<file path="src/rtl/atrb_pkg.sv">
/*
  constants and carrier types for the converter trim register bank.
  assumes a byte-addressed register port on the device register clock.
*/
`default_nettype none

package atrb_pkg;

  // ********************************************************************
  // register map
  // ********************************************************************
  localparam logic [11:0] ADDR_OFFSET_TRIM_CORE5      = 12'h33e;
  localparam logic [11:0] ADDR_GAIN_TRIM_CORE0        = 12'h360;
  localparam logic [11:0] ADDR_GAIN_TRIM_CORE1        = 12'h361;
  localparam logic [11:0] ADDR_GAIN_TRIM_CORE2_PAIR_A = 12'h362;
  localparam logic [11:0] ADDR_GAIN_TRIM_CORE2_PAIR_B = 12'h363;
  localparam logic [11:0] ADDR_GAIN_TRIM_CORE3_PAIR_C = 12'h364;
  localparam logic [11:0] ADDR_GAIN_TRIM_CORE3_PAIR_D = 12'h365;
  localparam logic [11:0] ADDR_GAIN_TRIM_CORE4        = 12'h366;
  localparam logic [11:0] ADDR_GAIN_TRIM_CORE5        = 12'h367;

  // ********************************************************************
  // field layout and sizes
  // ********************************************************************
  localparam int          ADDR_W       = 12;
  localparam int          DATA_W       = 16;
  localparam int          OFS_W        = 12;
  localparam int          GAIN_W       = 5;
  localparam int          NUM_GAIN     = 8;
  localparam int          GAIN_IDX_W   = 3;
  localparam int          NUM_CORES    = 6;
  localparam logic [11:0] OFS_RESET    = 12'h000;
  localparam logic [4:0]  GAIN_RESET   = 5'h00;
  localparam logic [15:0] RDATA_RESET  = 16'h0000;

  // ********************************************************************
  // carrier types
  // ********************************************************************
  typedef struct packed {
    logic [ADDR_W-1:0] addr;
    logic [DATA_W-1:0] wdata;
    logic              wr;
    logic              rd;
  } atrb_req_s;

  // fuse defaults: one offset, eight gains flattened
  typedef struct packed {
    logic [OFS_W-1:0]           offset_trim_core5;
    logic [NUM_GAIN*GAIN_W-1:0] gain;
  } atrb_fuse_s;

  // trims as seen by the converter cores, one gain per core
  typedef struct packed {
    logic [OFS_W-1:0]            offset_trim_core5;
    logic [NUM_CORES*GAIN_W-1:0] gain;
  } atrb_trim_s;

endpackage : atrb_pkg

`default_nettype wire

</file>
<file path="src/rtl/atrb_bank.sv">
/*
  trim register bank: offset trim for core 5, fine gain trims for cores
  0 to 5, pair-selected gains for cores 2 and 3, fuse defaults.
  assumes synchronous register port, fuse data valid while load pulses.
*/
`timescale 1ns/1ns
`default_nettype none

// Summary of operation
// - 12-bit rw offset trim for core 5, bits 11:0, applied to core 5
// - 5-bit rw gain trims bits 4:0 for cores 0,1,4,5, own core only
// - core 2 uses first gain on pair a, second on pair b
// - core 3 uses first gain on pair c, second on pair d
// - trim defaults come from fuse storage on i_fuse_load; reset loads fixed zero
module atrb_bank (
  input  wire logic                          i_clk_sys,
  input  wire logic                          i_reset_n,
  input  wire logic                          i_ce,
  input  wire logic [atrb_pkg::ADDR_W-1:0]   i_addr,
  input  wire logic [atrb_pkg::DATA_W-1:0]   i_wdata,
  input  wire logic                          i_wr,
  input  wire logic                          i_rd,
  output logic      [atrb_pkg::DATA_W-1:0]   o_rdata,
  input  wire logic                          i_fuse_load,
  input  wire atrb_pkg::atrb_fuse_s          i_fuse,
  input  wire logic                          i_core2_pair_b,
  input  wire logic                          i_core3_pair_d,
  output atrb_pkg::atrb_trim_s               o_trim
);

  // ********************************************************************
  // request decode
  // ********************************************************************
  atrb_pkg::atrb_req_s req;
  assign req = '{addr: i_addr, wdata: i_wdata, wr: i_wr, rd: i_rd};

  wire logic hit_ofs  = (req.addr == atrb_pkg::ADDR_OFFSET_TRIM_CORE5);
  wire logic hit_gain = (req.addr >= atrb_pkg::ADDR_GAIN_TRIM_CORE0) &&
                        (req.addr <= atrb_pkg::ADDR_GAIN_TRIM_CORE5);
  wire logic [atrb_pkg::ADDR_W-1:0] gain_off =
    req.addr - atrb_pkg::ADDR_GAIN_TRIM_CORE0;
  wire logic [atrb_pkg::GAIN_IDX_W-1:0] gain_idx =
    gain_off[atrb_pkg::GAIN_IDX_W-1:0];
  wire logic we_ofs  = req.wr && hit_ofs;
  wire logic we_gain = req.wr && hit_gain;

  // ********************************************************************
  // offset trim, core 5
  // ********************************************************************
  // reserved bits are not stored; software keeps them zero
  logic [atrb_pkg::OFS_W-1:0] offset_trim_core5_r;
  always_ff @(posedge i_clk_sys or negedge i_reset_n) begin
    if (!i_reset_n) begin
      offset_trim_core5_r <= atrb_pkg::OFS_RESET;
    end else if (i_ce && i_fuse_load) begin
      offset_trim_core5_r <= i_fuse.offset_trim_core5;
    end else if (i_ce && we_ofs) begin
      offset_trim_core5_r <= req.wdata[atrb_pkg::OFS_W-1:0];
    end
  end

  // ********************************************************************
  // gain trims
  // ********************************************************************
  logic [atrb_pkg::GAIN_W-1:0]                  gain_rd;
  logic [atrb_pkg::NUM_GAIN*atrb_pkg::GAIN_W-1:0] gain_all;

  atrb_gain_mem i_atrb_gain_mem (
    .i_clk_sys (i_clk_sys),
    .i_reset_n (i_reset_n),
    .i_ce      (i_ce),
    .i_load    (i_fuse_load),
    .i_fuse    (i_fuse.gain),
    .i_we      (we_gain),
    .i_idx     (gain_idx),
    .i_wdata   (req.wdata[atrb_pkg::GAIN_W-1:0]),
    .o_rdata   (gain_rd),
    .o_all     (gain_all)
  );

  // ********************************************************************
  // readback, one cycle after the read strobe
  // ********************************************************************
  logic sel_ofs_r;
  logic sel_gain_r;
  logic [atrb_pkg::OFS_W-1:0] ofs_rd_r;
  always_ff @(posedge i_clk_sys or negedge i_reset_n) begin
    if (!i_reset_n) begin
      sel_ofs_r  <= 1'b0;
      sel_gain_r <= 1'b0;
      ofs_rd_r   <= atrb_pkg::OFS_RESET;
    end else if (i_ce) begin
      sel_ofs_r  <= req.rd && hit_ofs;
      sel_gain_r <= req.rd && hit_gain;
      ofs_rd_r   <= offset_trim_core5_r;
    end
  end

  // unmapped or idle reads return zero; reserved bits read zero
  assign o_rdata = sel_ofs_r  ? {4'h0, ofs_rd_r} :
                   sel_gain_r ? {11'h000, gain_rd} :
                   atrb_pkg::RDATA_RESET;

  // ********************************************************************
  // trims to the converter cores, live from storage
  // ********************************************************************
  function automatic logic [atrb_pkg::GAIN_W-1:0] gsel(input int i);
    gsel = gain_all[i*atrb_pkg::GAIN_W +: atrb_pkg::GAIN_W];
  endfunction

  // no pipeline: a write takes effect on the next conversion
  wire logic [atrb_pkg::NUM_CORES*atrb_pkg::GAIN_W-1:0] core_gain = {
    gsel(7),                                 // core 5
    gsel(6),                                 // core 4
    i_core3_pair_d ? gsel(5) : gsel(4),
    i_core2_pair_b ? gsel(3) : gsel(2),
    gsel(1),                                 // core 1
    gsel(0)                                  // core 0
  };

  // one driver for the whole carrier
  assign o_trim = '{offset_trim_core5: offset_trim_core5_r, gain: core_gain};

endmodule // atrb_bank

`default_nettype wire

</file>
<file path="src/rtl/atrb_gain_mem.sv">
/*
  eight-entry storage for the 5-bit fine gain trims with registered read.
  assumes the bank in front of it decodes addresses and qualifies writes.
*/
`timescale 1ns/1ns
`default_nettype none

module atrb_gain_mem (
  input  wire logic                                         i_clk_sys,
  input  wire logic                                         i_reset_n,
  input  wire logic                                         i_ce,
  input  wire logic                                         i_load,
  input  wire logic [atrb_pkg::NUM_GAIN*atrb_pkg::GAIN_W-1:0] i_fuse,
  input  wire logic                                         i_we,
  input  wire logic [atrb_pkg::GAIN_IDX_W-1:0]              i_idx,
  input  wire logic [atrb_pkg::GAIN_W-1:0]                  i_wdata,
  output logic      [atrb_pkg::GAIN_W-1:0]                  o_rdata,
  output logic      [atrb_pkg::NUM_GAIN*atrb_pkg::GAIN_W-1:0] o_all
);

  // ********************************************************************
  // entries
  // ********************************************************************
  // one register per entry keeps a single driver for every stored bit
  wire logic [atrb_pkg::GAIN_W-1:0] mem_w [atrb_pkg::NUM_GAIN];

  genvar g;
  generate
    for (g = 0; g < atrb_pkg::NUM_GAIN; g++) begin : g_entry
      logic [atrb_pkg::GAIN_W-1:0] entry_r;
      wire logic hit = i_we && (i_idx == (atrb_pkg::GAIN_IDX_W)'(g));
      always_ff @(posedge i_clk_sys or negedge i_reset_n) begin
        if (!i_reset_n) begin
          entry_r <= atrb_pkg::GAIN_RESET;
        end else if (i_ce && i_load) begin
          entry_r <= i_fuse[g*atrb_pkg::GAIN_W +: atrb_pkg::GAIN_W];
        end else if (i_ce && hit) begin
          entry_r <= i_wdata;
        end
      end
      assign mem_w[g] = entry_r;
      assign o_all[g*atrb_pkg::GAIN_W +: atrb_pkg::GAIN_W] = entry_r;
    end
  endgenerate

  // ********************************************************************
  // registered read port
  // ********************************************************************
  always_ff @(posedge i_clk_sys or negedge i_reset_n) begin
    if (!i_reset_n) begin
      o_rdata <= atrb_pkg::GAIN_RESET;
    end else if (i_ce) begin
      o_rdata <= mem_w[i_idx];
    end
  end

endmodule // atrb_gain_mem

`default_nettype wire

</file>
<file path="config.mk">
export PLATFORM = sky130hd
export DESIGN_NAME = atrb_bank
export DESIGN_NICKNAME = d
export VERILOG_FILES = /design/src/rtl/atrb_pkg.sv /design/src/rtl/atrb_bank.sv /design/src/rtl/atrb_gain_mem.sv
export SDC_FILE = /design/constraint.sdc
export NUM_CORES = 1
export LEC_CHECK = 0
export BUFFER_PORTS_ARGS = -buffer_cell sky130_fd_sc_hd__buf_2
export CAP_MARGIN = 20
export CELL_PAD_IN_SITES_DETAIL_PLACEMENT = 0
export CELL_PAD_IN_SITES_GLOBAL_PLACEMENT = 1
export CORE_MARGIN = 3
export CORE_UTILIZATION = 42
export CTS_BUF_LIST = sky130_fd_sc_hd__clkbuf_2 sky130_fd_sc_hd__clkbuf_4 sky130_fd_sc_hd__clkbuf_8
export CTS_CLUSTER_SIZE = 40
export DETAILED_ROUTE_END_ITERATION = 8
export HOLD_SLACK_MARGIN = 0.02
export PLACE_DENSITY = 0.95
export SKIP_LAST_GASP = 1
export SYNTH_ARGS = -nofsm -noshare
export SYNTH_HDL_FRONTEND = slang
export SYNTH_SLANG_ARGS = --single-unit
export TNS_END_PERCENT = 5
</file>
<file path="constraint.sdc">
create_clock -name i_clk_sys -period 3.25 [get_ports i_clk_sys]
set_clock_uncertainty 0.1 [all_clocks]
set_input_delay 0.325 -clock i_clk_sys [delete_from_list [all_inputs] [get_ports i_clk_sys]]
set_output_delay 0.325 -clock i_clk_sys [all_outputs]
set_load 0.005 [all_outputs]
</file>
* After elaboration in Yosys (flattened, before gate mapping)
Cells that the tools add are included.
W data, S select, Z words.
** Word-level totals
- Register bits after elaboration :: 71
- Latch bits :: 0
- RAM bits :: 0
- ROM bits :: 0
- Output and inout port bits :: 58
- Memories :: 0
** Operators by class
- Add/sub/neg operators :: 1
- $mul :: 0
- Divide/modulo/power cells :: 0
- Order comparisons :: 3
- Equality and inequality tests :: 8
- Shift operators :: 0
- Mux-type cells :: 25
- Bitwise operators :: 1
- Reduce and logical (&&, ||, !) cells :: 33
** Operators by type and width (number)
- $mux W5 :: 21
- $mux W12 :: 3
- $logic_and A1 B1 Y1 :: 23
- $reduce_bool A2 Y1 :: 9
- $bmux W5 S3 :: 1
- $eq A12 B10 Y1 const B :: 1
- $eq A3 B3 Y1 const B :: 4
- $ge A12 B10 Y1 const B :: 1
- $le A12 B10 Y1 const B :: 1
- $eq A3 B2 Y1 const B :: 2
- $ge A4 B4 Y1 const B :: 1
- $not A3 Y4 :: 1
- $eq A3 B1 Y1 const B :: 1
- $logic_not A3 Y1 :: 1
- $sub A3 B1 Y3 const B :: 1

* Logic depth before layout (Yosys ltp)
- Depth after elaboration :: 7
- Mapped depth :: 7

* By module
Synthesis repeated with hierarchy kept, for this count alone.
** Second synthesis, totals
- Cells, all modules :: 374
- Area total of the unflattened synthesis :: 4129.0 um^2
** By module, submodules not included
- atrb_gain_mem :: instances 1, cells each 256, area each 2598.7 um^2, sequential area each 1126.1 um^2
- atrb_bank :: instances 1, cells each 118, area each 1530.2 um^2, sequential area each 650.6 um^2

* Worst setup path before layout
OpenSTA, ideal clock, no wires.
- Path type :: in2reg
- Start :: input i_addr[1] (netlist bit)
- End :: register i_atrb_gain_mem.g_entry[5].entry_r[1] (netlist bit)
- Library setup time :: 0.126 ns
- Arrival :: 1.405 ns
- Setup slack :: 1.619 ns
- Cell stages on the path :: 5
- Buffers on the path :: 1
- Cell sequence :: buf_6 > and4b_4 > o221a_2 > and4b_4 > a221o_1
** Between the ends
- Cells in the longest elaborated chain, start to end :: 6
- Elaborated cells between the ends (all ways) :: 9
- Those cells by class :: add/sub (1); order compare (2); eq/ne (1); reduce/logical (5)
** Ends and longest elaborated chain
- start, declared :: RTL line atrb_bank.sv:19 : input wire logic [atrb_pkg::ADDR_W-1:0] i_addr,
- $ge A12 B10 Y1 or $le A12 B10 Y1 (tied branches) :: RTL line atrb_bank.sv:38, atrb_bank.sv:39
- $logic_and A1 B1 Y1 :: RTL line atrb_bank.sv:38 : wire logic hit_gain = (req.addr >= atrb_pkg::ADDR_GAIN_TRIM_CORE0) &&
- $logic_and A1 B1 Y1 :: RTL line atrb_bank.sv:45 : wire logic we_gain = req.wr && hit_gain;
- $logic_and A1 B1 Y1 (*) :: RTL line atrb_gain_mem.sv:31 : wire logic hit = i_we && (i_idx == (atrb_pkg::GAIN_IDX_W)'(g));
- $logic_and A1 B1 Y1 (*) :: RTL line atrb_gain_mem.sv:37 : end else if (i_ce && hit) begin
- $reduce_bool A2 Y1 (no line) (*)
- end signal, assigned :: RTL line atrb_gain_mem.sv:34 : entry_r <= atrb_pkg::GAIN_RESET;
- end signal, assigned :: RTL line atrb_gain_mem.sv:36 : entry_r <= i_fuse[g*atrb_pkg::GAIN_W +: atrb_pkg::GAIN_W];
- end signal, assigned :: RTL line atrb_gain_mem.sv:38 : entry_r <= i_wdata;
- end, declared :: RTL line atrb_gain_mem.sv:30 : logic [atrb_pkg::GAIN_W-1:0] entry_r;
Mark *: on every way between the ends. The rest lies on a longest branch, timed or not.
A chain may end at the register's enable or synchronous reset.

* Final worst setup path
- Start :: input i_addr[1] (netlist bit)
- End :: register i_atrb_gain_mem.g_entry[4].entry_r[1] (netlist bit)
** Between the ends
- Cells in the longest elaborated chain, start to end :: 6
- Elaborated cells between the ends (all ways) :: 9
- Those cells by class :: add/sub (1); order compare (2); eq/ne (1); reduce/logical (5)
** Ends and longest elaborated chain (RTL line)
- $ge A12 B10 Y1 or $le A12 B10 Y1 (tied branches) :: atrb_bank.sv:38, atrb_bank.sv:39
- $logic_and A1 B1 Y1 :: atrb_bank.sv:38
- $logic_and A1 B1 Y1 :: atrb_bank.sv:45
- $logic_and A1 B1 Y1 (*) :: atrb_gain_mem.sv:31
- $logic_and A1 B1 Y1 (*) :: atrb_gain_mem.sv:37
- $reduce_bool A2 Y1 (no line) (*)
- end signal, assigned :: atrb_gain_mem.sv:34
- end signal, assigned :: atrb_gain_mem.sv:36
- end signal, assigned :: atrb_gain_mem.sv:38
- end, declared :: atrb_gain_mem.sv:30
Marked as above.

==> impl_metrics.yaml <==
route:
  via_per_inst: 5.73
  wl_per_cell_um: 19.1
  antenna_left: 0
  drc: 0
  totalWireLength_um: 12000
  drt-initial-drc-count: 368
  first_pass_iters: 4
  via_count: 3615
hold_path:
  hold_class: "input port to async pin"
power:
  p_per_area_nw_per_um2: 444
  peakVddDrop_mv: 0.219
  leakage_nw: 2.32
  power_mw: 2.19
place:
  place_area_sq_um: 4760
  gp_congestion: 0.858
  io_buffers: 137
  placed_cells: 616
  dp.final_hpwl_um: 8850
sta:
  setup-violations-final: 0
  max_freq_ghz: 0.456
  fin_setup_tns_ps: 0
  period_share_pct: 67.4
  period_minus_slack_ps: 2190
  finalMaxSlewViolations: 0
  hold_viol_final: 0
  holdWs_ps: 51.8
  max_slew_margin_pct: 33.0
  max_slew.worst_pin.slew_ps: 1010
  rsz0062_at_grt: "no"
synth:
  synth.area.top_cells: "dfrtp_1 43%, o211ai_1 13%, mux2_2 5.9%"
  syn_avg_cell_area_sq_um: 10.7
  synth_area_leader_cell: "dfrtp_1"
  synthCells: 392
  ys_ff_latch: 71
  ys_seq_area_share_pct: 42.5
  yosysWarnings: 0
  synthesis.area_sq_um: 4180
  ys_types: 34
  synth_top_area_share_pct: 42.5
floorplanning:
  dieArea_sq_um: 11200
  io-pin-count: 146
  core_sq_um: 9460
  die_y_um: 106
  start_util_pct: 44.2
  rows: 35
  die-width_um: 106
final_layout:
  layout-drive-gt1-share_pct: 41.0
  stdcell_count: 631
  diodes: 0
  syn2layout_area_growth_pct: 17.8
  layout_commonest_cell: "buf_2"
  fill_cells: 925
  final_cell_mix: "137 x buf_2, 71 x dfrtp_1, 70 x o211ai_1"
  stdcell_area_sq_um: 4920
  nets: 586
cts:
  cts-buffers-inserted: 9
  h-tree-depth: 3
  ctsResizeCount: 0
  clk_path_buf_depth: 2
  cts.sinks: 71
  clk_latency_ps: 340
  cts_setup_buffers: 0
  clockRootBuffer: "clkbuf_8"
  postCtsHoldBufs: 0
  cts_tree: "built"
  clkTransAtPathRegs_ps: 70
worst_setup_path:
  crit_fanout: 28
  cp.arrival_ps: 2340
  path_class: "input port to register"
  cp-end-kind: "register"
  critPathLaunchType: "input port"
  required_ps: 3400
  r2r_cells: 3
run:
  max_cap_viol_count: 0
global_routing:
  grt_overflow: 0
  grt_usage_pct: 21.4
  grt_pass1_vias: 3617
  grt_pass1_wl_um: 18900
  grt_max_degree: 45
  grt_antenna_before_repair: 0
run_status:
  status: "complete, no violations"
## path summary, 6_finish.rpt
kind                                                  startpoint                               endpoint  slack [ps]
min in group i_clk_sys                                i_fuse[12]  i_atrb_gain_mem.g_entry[2].entry_r[2]         100
hold / removal                                         i_reset_n                 offset_trim_core5_r[1]          50
setup / recovery                                       i_addr[1]  i_atrb_gain_mem.g_entry[4].entry_r[1]        1060
max in group asynchronous                              i_reset_n  i_atrb_gain_mem.g_entry[0].entry_r[1]        2210
hold reg to reg                                     ofs_rd_r[11]                           ofs_rd_r[11]         400
setup reg to reg           i_atrb_gain_mem.g_entry[7].entry_r[3]             i_atrb_gain_mem.o_rdata[3]        1790
## synth_stat cells
cell type	count
dfrtp_1	71
o211ai_1	70
nand2_1	49
buf_4	28
a21oi_1	22
mux2_2	22
nor2_1	20
mux2i_1	17
clkbuf_1	12
mux4_2	10
and2_1	9
inv_1	8
buf_2	7
nand4_1	6
a221o_1	5
a22o_1	4
buf_6	4
nand4b_1	4
nand4_4	3
and2b_2	2
and4b_1	2
and4b_4	2
buf_1	2
nand4b_4	2
o22ai_1	2
a211oi_1	1
and4_1	1
and4b_2	1
and4bb_1	1
conb_1	1
nand4_2	1
o21ai_0	1
o221a_2	1
o221ai_2	1
## per-layer routing
layer | GRT usage (%) | vias up | routed length [um]
li1 | - | 1653 | -
met1 | 29.5 | 1751 | 5180
met2 | 32.9 | 187 | 5570
met3 | 5.02 | 24 | 954
met4 | 8.23 | 0 | 315
met5 | 0 | - | 0
## state kept, by name, indices dropped and copies added (netlist names)
signal,flops
ofs_rd_r,12
sel_ofs_r,1
offset_trim_core5_r,12
i_atrb_gain_mem.o_rdata,5
sel_gain_r,1
i_atrb_gain_mem.g_entry.entry_r,40
## kinds of logic (layout without fill, tap and decap cells)
| kind of cell | count (synthesis) | in the layout | synth area share [%] |
|---|---|---|---|
| compound gates | 107 | 107 | 18.5 |
| buf+inv | 61 | 168 | 8.92 |
| flops | 71 | 71 | 42.5 |
| mux | 49 | 49 | 15.4 |
| other cells | 1 | 4 | 0.0898 |
| simple gates | 103 | 103 | 14.6 |
## layout make-up
type                    count  area [sq um]  area share (%)
well taps                 129           161            3.28
clock inverters             4          22.5           0.457
multi-input cells         263          2040            41.5
repair buffers            145           746            15.1
flip-flops and latches     71          1780            36.1
clock buffers              11           145            2.95
inverters                   8          30.0           0.610
## report_power, final
group | internal [mW] | total [mW] | leakage (nW) | switching [mW]
Sequential | 1.00 | 1.09 | 0.845 | 0.0872
Clock | 0.298 | 0.624 | 0.0884 | 0.326
Combinational | 0.242 | 0.472 | 1.39 | 0.230
## through the flow
stage,worst slack (ps),util (%)
2_1_floorplan,1620,-
3_3_place_gp,829,50.3
3_5_place_dp,770,50.3
4_1_cts,1120,52.1
5_1_grt,978,52.1
6_report,1060,52.1
## critical path: stages
cell and delay, ps:
buf_2 480, and4b_4 360, o221a_2 490, nand4b_1 380
o211ai_1 300
Power figures use the tool's default switching activity.
